**src/hdl/afc_pkg.sv**
```systemverilog
// Purpose: Shared constants for the automatic receive flow controller.
// Assumes: 250 MHz system clock, APB register access with 32-bit data.
// Notes: Durations are kept in nanoseconds and converted to cycles here.
package afc_pkg;
  localparam int unsigned CLK_PERIOD_NS = 4;
  localparam logic [11:0] AUTO_FLOW_CONFIG_OFFSET = 12'h0AC;
  localparam logic [11:0] AFC_STATUS_OFFSET = 12'h0B4;
  localparam int unsigned HIGH_MSB = 23;
  localparam int unsigned HIGH_LSB = 16;
  localparam int unsigned LOW_MSB = 15;
  localparam int unsigned LOW_LSB = 8;
  localparam int unsigned DUR_MSB = 7;
  localparam int unsigned DUR_LSB = 4;
  localparam int unsigned MCAST_BIT = 3;
  localparam int unsigned BCAST_BIT = 2;
  localparam int unsigned OWN_BIT = 1;
  localparam int unsigned ANY_BIT = 0;
  localparam logic [31:0] CFG_RESET = 32'h0000_0000;
  localparam logic [31:0] CFG_WRITE_MASK = 32'h00FF_FFFF;
  localparam int unsigned LEVEL_UNIT_BYTES = 64;
  // Jam durations at 100 Mb/s in nanoseconds, codes 0h to Fh.
  localparam int unsigned JAM_NS_0 = 5000;
  localparam int unsigned JAM_NS_1 = 10000;
  localparam int unsigned JAM_NS_2 = 15000;
  localparam int unsigned JAM_NS_3 = 25000;
  localparam int unsigned JAM_STEP_NS = 50000;
  localparam int unsigned JAM_SLOW_EXTRA_NS = 2200;
  localparam int unsigned JAM_CYC_0 = JAM_NS_0 / CLK_PERIOD_NS;
  localparam int unsigned JAM_CYC_1 = JAM_NS_1 / CLK_PERIOD_NS;
  localparam int unsigned JAM_CYC_2 = JAM_NS_2 / CLK_PERIOD_NS;
  localparam int unsigned JAM_CYC_3 = JAM_NS_3 / CLK_PERIOD_NS;
  localparam int unsigned JAM_STEP_CYC = JAM_STEP_NS / CLK_PERIOD_NS;
  localparam int unsigned JAM_SLOW_CYC = JAM_SLOW_EXTRA_NS / CLK_PERIOD_NS;
  localparam int unsigned JAM_CNT_W = 18;
  typedef enum logic [2:0] {
    AFC_IDLE = 3'b001,
    AFC_HELD = 3'b010,
    AFC_RELEASE = 3'b100
  } afc_state_type;
endpackage

```
**src/hdl/afc_jam_timer.sv**
```systemverilog
// Purpose: Times one back pressure burst from a duration code.
// Assumes: Start is a one-cycle pulse on the system clock.
// Notes: Durations are exact multiples of the clock period.
`timescale 1ns/1ps
module afc_jam_timer
  import afc_pkg::*;
(
  input wire logic clk_sys, // System clock.
  input wire logic sys_rst, // Asynchronous reset, active high.
  input wire logic start, // Pulse that opens a burst.
  input wire logic [3:0] durCode, // Duration code 0h to Fh.
  input wire logic slowLink, // High at 10 Mb/s.
  input wire logic abort, // Ends a burst at once.
  output logic jamActive // High while the burst lasts.
);
  logic [JAM_CNT_W-1:0] count_reg;
  logic [JAM_CNT_W-1:0] load;

  // Table of burst lengths; 10 Mb/s adds a fixed tail to every code.
  always_comb begin
    unique case (durCode)
      4'h0: load = JAM_CNT_W'(JAM_CYC_0);
      4'h1: load = JAM_CNT_W'(JAM_CYC_1);
      4'h2: load = JAM_CNT_W'(JAM_CYC_2);
      4'h3: load = JAM_CNT_W'(JAM_CYC_3);
      default: load = JAM_CNT_W'(JAM_STEP_CYC * (32'(durCode) - 32'd3));
    endcase
    if (slowLink) begin
      load = load + JAM_CNT_W'(JAM_SLOW_CYC);
    end
  end

  // Counts down; a new start restarts the burst for the next frame.
  always_ff @(posedge clk_sys or posedge sys_rst) begin
    if (sys_rst) begin
      count_reg <= '0;
    end else if (abort) begin
      count_reg <= '0;
    end else if (start) begin
      count_reg <= load;
    end else if (count_reg != '0) begin
      count_reg <= count_reg - JAM_CNT_W'(1);
    end
  end

  assign jamActive = (count_reg != '0);
endmodule

```
**src/hdl/afc_match.sv**
```systemverilog
// Purpose: Decides whether a received frame calls for back pressure.
// Assumes: Frame class flags are valid with the start or address strobe.
// Notes: Purely combinational.
`timescale 1ns/1ps
module afc_match
  import afc_pkg::*;
(
  input wire logic [3:0] trigSel, // Trigger bits 3:0 of the config.
  input wire logic preambleSeen, // Valid preamble pulse.
  input wire logic addrSeen, // Destination address decoded pulse.
  input wire logic isMulticast, // Frame is multicast.
  input wire logic isBroadcast, // Frame is broadcast.
  input wire logic isOwnAddress, // Frame is for this station.
  output logic hit // Frame should be jammed.
);
  // The any-frame bit masks the address based triggers entirely.
  always_comb begin
    if (trigSel[ANY_BIT]) begin
      hit = preambleSeen;
    end else begin
      hit = addrSeen & ((trigSel[MCAST_BIT] & isMulticast) |
                        (trigSel[BCAST_BIT] & isBroadcast) |
                        (trigSel[OWN_BIT] & isOwnAddress));
    end
  end
endmodule

```
**src/hdl/afc_flow_ctrl.sv**
```systemverilog
// Purpose: Automatic receive flow control with pause frames and back pressure.
// Assumes: APB slave, single clock, occupancy counted in bytes by the receive FIFO.
// Notes: The pause frame itself is built by the MAC; this block only requests it.
`timescale 1ns/1ps

// How it works
// - Nothing is requested or jammed while the transmitter is disabled.
// - Bits 23:16 hold the high level in 64-byte units, and flow control fires when occupancy reaches it.
// - In full duplex one pause frame with the configured pause time is requested per high crossing made while the sequencer is idle.
// - In half duplex each matching frame seen while the high level is reached is jammed for the programmed time.
// - Bits 15:8 hold the low level, and falling below it requests a zero-time pause frame.
// - The zero-time frame is only requested after a real pause frame went out for the crossing.
// - Bits 7:4 set the jam length, which full duplex ignores.
// - Bit 3 jams multicast frames once the level is reached, in half duplex only.
// - Bit 2 jams broadcast frames once the level is reached, in half duplex only.
// - Bit 1 jams frames for this station once the level is reached, in half duplex only.
// - Bit 0 acts on any frame, overrides bits 3:1, jams on preamble in half duplex and pauses at once in full.
// - Duration codes give 5, 10, 15, 25 then 50 to 600 us, plus 2.2 us at 10 Mb/s.
// - A pause request is held until the MAC takes it, the transmitter is disabled or bits 3:0 are cleared.
module afc_flow_ctrl
  import afc_pkg::*;
#(
  parameter int unsigned LEVEL_W = 14
) (
  input wire logic clk_sys, // System clock.
  input wire logic sys_rst, // Asynchronous reset, active high.
  input wire logic psel, // APB select.
  input wire logic penable, // APB enable.
  input wire logic pwrite, // APB direction.
  input wire logic [11:0] paddr, // APB byte address.
  input wire logic [31:0] pwdata, // APB write data.
  input wire logic [3:0] pstrb, // APB byte strobes.
  output logic [31:0] prdata, // APB read data.
  output logic pready, // APB ready.
  output logic pslverr, // APB error for unmapped addresses.
  input wire logic [LEVEL_W-1:0] rxFifoBytes, // Receive data FIFO occupancy in bytes.
  input wire logic txEnabled, // Transmitter enabled.
  input wire logic fullDuplex, // Full duplex mode.
  input wire logic slowLink, // High at 10 Mb/s.
  input wire logic [15:0] pause_time_value, // Pause time from the MAC flow register.
  input wire logic preambleSeen, // Valid preamble pulse.
  input wire logic addrSeen, // Address decoded pulse.
  input wire logic isMulticast, // Frame is multicast.
  input wire logic isBroadcast, // Frame is broadcast.
  input wire logic isOwnAddress, // Frame is for this station.
  input wire logic pauseTaken, // MAC accepted the pause request.
  output logic pauseReq, // Pause frame request, held until taken.
  output logic [15:0] pauseTime, // Pause time for the requested frame.
  output logic backPressure // Jam the incoming frame.
);
  // Fewer than 14 bits cannot hold the top threshold of 255 units of 64 bytes.
  // Above 24 bits the 32-bit scaled comparison would be the only limit, so the range is kept tight.
  if (LEVEL_W < 14 || LEVEL_W > 24) begin : gLevelCheck
    $error("LEVEL_W must lie between 14 and 24");
  end

  logic [31:0] auto_flow_config_reg;
  afc_state_type state_reg;
  logic [15:0] pauseTime_reg;
  logic pauseReq_reg;
  logic backPressure_reg;
  logic [31:0] prdata_reg;
  logic pready_reg;
  logic pslverr_reg;
  logic aboveHigh_reg;
  logic jamStart;
  logic jamActive;
  logic matchHit;

  wire logic [7:0] flow_high_level = auto_flow_config_reg[HIGH_MSB:HIGH_LSB];
  wire logic [7:0] flow_low_level = auto_flow_config_reg[LOW_MSB:LOW_LSB];
  wire logic [3:0] jam_duration_code = auto_flow_config_reg[DUR_MSB:DUR_LSB];
  wire logic [3:0] trigSel = auto_flow_config_reg[MCAST_BIT:ANY_BIT];
  wire logic flowEnabled = (trigSel != 4'h0);

  // Thresholds scaled to bytes; occupancy is compared at full width.
  wire logic [31:0] highBytes = 32'(flow_high_level) * 32'(LEVEL_UNIT_BYTES);
  wire logic [31:0] lowBytes = 32'(flow_low_level) * 32'(LEVEL_UNIT_BYTES);
  wire logic reachedHigh = (32'(rxFifoBytes) >= highBytes);
  wire logic belowLow = (32'(rxFifoBytes) < lowBytes);
  wire logic apbAccess = psel & penable & ~pready_reg;
  wire logic hitCfg = (paddr == AUTO_FLOW_CONFIG_OFFSET);
  wire logic hitStatus = (paddr == AFC_STATUS_OFFSET);

  // One wait state: the answer comes one cycle after the access phase opens.
  always_ff @(posedge clk_sys or posedge sys_rst) begin
    if (sys_rst) begin
      pready_reg <= 1'b0;
      pslverr_reg <= 1'b0;
      prdata_reg <= 32'h0000_0000;
    end else begin
      pready_reg <= apbAccess;
      pslverr_reg <= apbAccess & ~(hitCfg | hitStatus);
      if (apbAccess && !pwrite && hitCfg) begin
        prdata_reg <= auto_flow_config_reg;
      end else if (apbAccess && !pwrite && hitStatus) begin
        prdata_reg <= {27'h0, jamActive, pauseReq_reg, state_reg};
      end else begin
        prdata_reg <= 32'h0000_0000;
      end
    end
  end

  // Configuration register with byte strobes; reserved bits 31:24 stay zero.
  always_ff @(posedge clk_sys or posedge sys_rst) begin
    if (sys_rst) begin
      auto_flow_config_reg <= CFG_RESET;
    end else if (apbAccess && pwrite && hitCfg) begin
      for (int i = 0; i < 4; i++) begin
        if (pstrb[i]) begin
          auto_flow_config_reg[8*i +: 8] <= pwdata[8*i +: 8] & CFG_WRITE_MASK[8*i +: 8];
        end
      end
    end
  end

  // Previous sample of the high comparison, for crossing detection.
  always_ff @(posedge clk_sys or posedge sys_rst) begin
    if (sys_rst) begin
      aboveHigh_reg <= 1'b0;
    end else begin
      aboveHigh_reg <= reachedHigh;
    end
  end

  wire logic highEdge = reachedHigh & ~aboveHigh_reg;
  wire logic canSignal = txEnabled & flowEnabled;

  // Full duplex pause sequencer. HELD means a pause frame went out and waits for release.
  always_ff @(posedge clk_sys or posedge sys_rst) begin
    if (sys_rst) begin
      state_reg <= AFC_IDLE;
      pauseReq_reg <= 1'b0;
      pauseTime_reg <= 16'h0000;
    end else if (!flowEnabled) begin
      state_reg <= AFC_IDLE;
      pauseReq_reg <= 1'b0;
    end else begin
      unique case (state_reg)
        AFC_IDLE: begin
          if (pauseReq_reg && pauseTaken) begin
            pauseReq_reg <= 1'b0;
            state_reg <= AFC_HELD;
          end else if (!pauseReq_reg && fullDuplex && txEnabled && highEdge) begin
            pauseReq_reg <= 1'b1;
            pauseTime_reg <= pause_time_value;
          end else if (!txEnabled) begin
            pauseReq_reg <= 1'b0;
          end
        end
        AFC_HELD: begin
          if (belowLow && txEnabled) begin
            pauseReq_reg <= 1'b1;
            pauseTime_reg <= 16'h0000;
            state_reg <= AFC_RELEASE;
          end
        end
        AFC_RELEASE: begin
          if (pauseTaken) begin
            pauseReq_reg <= 1'b0;
            state_reg <= AFC_IDLE;
          end else if (!txEnabled) begin
            pauseReq_reg <= 1'b0;
            state_reg <= AFC_HELD;
          end
        end
      endcase
    end
  end

  // Frame classification for half duplex jamming.
  afc_match u_match (
    .trigSel(trigSel),
    .preambleSeen(preambleSeen),
    .addrSeen(addrSeen),
    .isMulticast(isMulticast),
    .isBroadcast(isBroadcast),
    .isOwnAddress(isOwnAddress),
    .hit(matchHit)
  );

  // Jam each matching frame while the level stays reached; full duplex never jams.
  assign jamStart = canSignal & ~fullDuplex & reachedHigh & matchHit;

  afc_jam_timer u_timer (
    .clk_sys(clk_sys),
    .sys_rst(sys_rst),
    .start(jamStart),
    .durCode(jam_duration_code),
    .slowLink(slowLink),
    .abort(~canSignal | fullDuplex),
    .jamActive(jamActive)
  );

  // Registered so the MAC sees a clean level; one cycle behind the timer.
  always_ff @(posedge clk_sys or posedge sys_rst) begin
    if (sys_rst) begin
      backPressure_reg <= 1'b0;
    end else begin
      backPressure_reg <= jamActive & canSignal & ~fullDuplex;
    end
  end

  assign prdata = prdata_reg;
  assign pready = pready_reg;
  assign pslverr = pslverr_reg;
  assign pauseReq = pauseReq_reg;
  assign pauseTime = pauseTime_reg;
  assign backPressure = backPressure_reg;
endmodule

```
**config.mk**
```make
export PLATFORM = sky130hd
export DESIGN_NAME = afc_flow_ctrl
export DESIGN_NICKNAME = d
export VERILOG_FILES = /design/src/hdl/afc_pkg.sv /design/src/hdl/afc_jam_timer.sv /design/src/hdl/afc_match.sv /design/src/hdl/afc_flow_ctrl.sv
export SDC_FILE = /design/constraint.sdc
export NUM_CORES = 1
export LEC_CHECK = 0
export BUFFER_PORTS_ARGS = -buffer_cell sky130_fd_sc_hd__buf_2
export CAP_MARGIN = 25
export CORE_MARGIN = 3
export CORE_UTILIZATION = 25
export DETAILED_ROUTE_END_ITERATION = 6
export GPL_ROUTABILITY_DRIVEN = 0
export PLACE_DENSITY = 0.52
export SETUP_SLACK_MARGIN = 0.05
export SLEW_MARGIN = 20
export SYNTH_ARGS = -nofsm -noshare
export SYNTH_HDL_FRONTEND = slang
export SYNTH_SLANG_ARGS = --single-unit
```
**constraint.sdc**
```tcl
create_clock -name clk_sys -period 12.7 [get_ports clk_sys]
set_clock_uncertainty 0.2 [all_clocks]
set_input_delay 2.54 -clock clk_sys [delete_from_list [all_inputs] [get_ports clk_sys]]
set_output_delay 2.54 -clock clk_sys [all_outputs]
set_load 0.01 [all_outputs]
```
==> flow_summary.toml <==
[run_status]
status = "finished, final reports clean"

[floorplan]
fp.dieW_um = 162.3
chipHeight_um = 162.3
initial_utilization_pct = 25.71
die_area_um2 = 26340
io_pins = 144
row_count = 56
core-area_um2 = 23750

[global_routing]
grt_pass1_vias = 4535
grt_pass1_wl_um = 23560
antenna_found_initial = 2
overflow = 0
grt_usage_pct = 11.11
grt_max_degree = 72

[clock_network]
cts_resized = 0
hold_buffers = 0
cts_made_buffers = 9
cts_tree = "built"
insertion_delay_ps = 350
root_buffer = "clkbuf_16"
cts_num_sinks = 90
cts_setup_buffers = 0
clk_pin_slew_ps = 70
cts.path.max_buffers = 2
h-tree-depth = 3

[critical_path]
worstPathRequired_ps = 12750
critPathKind = "register to register"
crit_path_end_kind = "register"
cp-start-kind = "register"
worstPathMaxFanout = 17
timing.critical_path.arrival_ps = 6390

[layout]
syn2layout_area_growth_pct = 20.28
final_cell_area_um2 = 7346
nFillCells = 2500
final_nets = 885
drive_above_1_share_pct = 27.00

[yosys]
async_reset_ff_share_pct = 100.0
ys_top_cells_by_count = "dfrtp_1, ha_1, inv_1"
postSynthAreaPerCell_um2 = 10.26
yosysUniqueCellTypes = 73
ys_ff_latch = 90
yosys.area.top_type_share_pct = 36.47
syn-cell-area_um2 = 6107
yosys-top-cells-area = "dfrtp_1, ha_1, xnor2_1, mux2_2, xor2_1"
synthFlopType = "dfrtp_1"
yosys.area.top_type = "dfrtp_1"
syn_inst = 595
yosysSeqAreaShare_pct = 36.90
synth_edf_count = 0
ys_warn_count = 0
synth.most_common_cell = "dfrtp_1"

[routing]
routed_via_density = 4.432
drc = 0
dr.pass1.iters = 4
wl_um = 14480
antenna_left = 0
wire_per_inst_um = 13.84
vias = 4636
drt_iter0_markers = 175

[run]
drv_cap = 0

[hold_path]
hold_class = "register to register"

[sta]
fin_setup_tns_ps = 0
rsz0062_at_grt = "false"
hold_ws_ps = 237.8
fmax_mhz = 157.6
hold_viol_final = 0
setup_viol = 0
slew_headroom_pct = 37.71
min_period_over_period_pct = 49.95
layout_min_cycle_time_ps = 6343
tightest_slew_ps = 930.8
slew_violations = 0

[pwr]
vdd_drop_max_mv = 0.06309
power.density_nw_per_um2 = 78.91
power.leakage_nw = 3.663

[placement]
placement.io_buffers = 126
post_dp_cell_area_um2 = 7053
dp_hpwl_um = 11390
-- cell families (layout without fill, tap and decap cells) --
group                    Yosys count  after routing  synth area share, %
multiplexers                      29             29                5.306
buffers and inverters             71            195                5.388
AND/OR/NAND/NOR                  161            161                14.57
XOR/XNOR                          53             53                7.601
adder cells (fa/ha/maj)           72             72                15.86
flip-flops                        90             90                36.90
AO/OA/AOI/OAI                    118            118                14.32
other                              1              9              0.06140
-- final timing paths --
| kind | end | slack [ps] | cells past startpoint | startpoint |
|---|---|---|---|---|
| setup / recovery | u_timer.count_reg[17] | 6360 | 14 | auto_flow_config_reg[7] |
| hold / removal | pready | 240 | 1 | pready |
| setup reg to reg | u_timer.count_reg[17] | 6360 | 14 | auto_flow_config_reg[7] |
| hold reg to reg | pready | 240 | 1 | pready |
| max in group asynchronous | auto_flow_config_reg[13] | 9190 | 3 | sys_rst |
| min in group asynchronous | pauseTime[15] | 1930 | 2 | sys_rst |
-- power breakdown --
group	total [mW]	switching [mW]	internal, mW
Clock	0.256	0.116	0.140
Combinational	0.0365	0.0202	0.0164
Sequential	0.288	0.000236	0.287
Total	0.580	0.136	0.443
-- worst max-delay path: stages, from the launching register on --
cell and delay, ps:
dfrtp_1 470, or2_1 490, nor2_1 800, inv_2 350, fa_1 600, fa_1 580, inv_1 70, fa_1 490
ha_1 360, nor4b_1 450, o31a_2 240, nand3_2 90, or4b_4 560, a2111o_1 410, o311ai_1 70
-- cell usage in the layout (no fill, tap or decap), drive strengths merged, types with 4 or more instances in the layout --
master  netlist  routed
nor4b         4       4
nor3         14      14
a31oi         4       4
mux2i         5       5
dfrtp        89      89
o22ai         7       7
or4           5       5
nand3         7       7
nor2         32      32
conb          1       8
nand2        35      35
or2           5       5
nor4          9       9
ha           63      63
or3           6       6
and2         22      22
o21ai        19      19
xnor2        31      31
clkbuf        8      11
inv          48      51
nand2b        7       7
fa            9       9
a21o          9       9
o21a          6       6
a21oi        20      20
a211oi       10      10
buf          15     130
xor2         22      22
a22o         21      21
mux2         24      24
-- metal layers --
layer	track usage, %	share of wire [%]	vias up
met5	0	0.048	-
met4	3.955	2.3	2
met3	2.576	5.0	18
met2	17.71	47	115
met1	14.79	46	2156
li1	-	-	2345
-- metrics by stage --
step                setup slack (ps)  cells  utilization (%)  power [mW]
floorplan                       7154    602                -      0.3129
global route                    5946   1046            30.93      0.6085
global placement                6419   1028            29.69      0.3299
detailed placement              6312   1028            29.69      0.3303
CTS                             6265   1044            30.89      0.5923
finish                          6357   1046            30.93      0.5797
-- layout make-up --
cell class | count | area (um2) | share of cell area (%)
Multi-Input combinational cell | 441 | 3557 | 48.42
Sequential cell | 90 | 2253 | 30.68
Timing Repair Buffer | 131 | 665.6 | 9.061
Tap cell | 319 | 399.1 | 5.433
Clock buffer | 10 | 239.0 | 3.253
Inverter | 48 | 182.7 | 2.487
Clock inverter | 6 | 46.29 | 0.6302
Antenna cell | 1 | 2.502 | 0.03407
No activity file was read; power rests on OpenSTA's default activity.
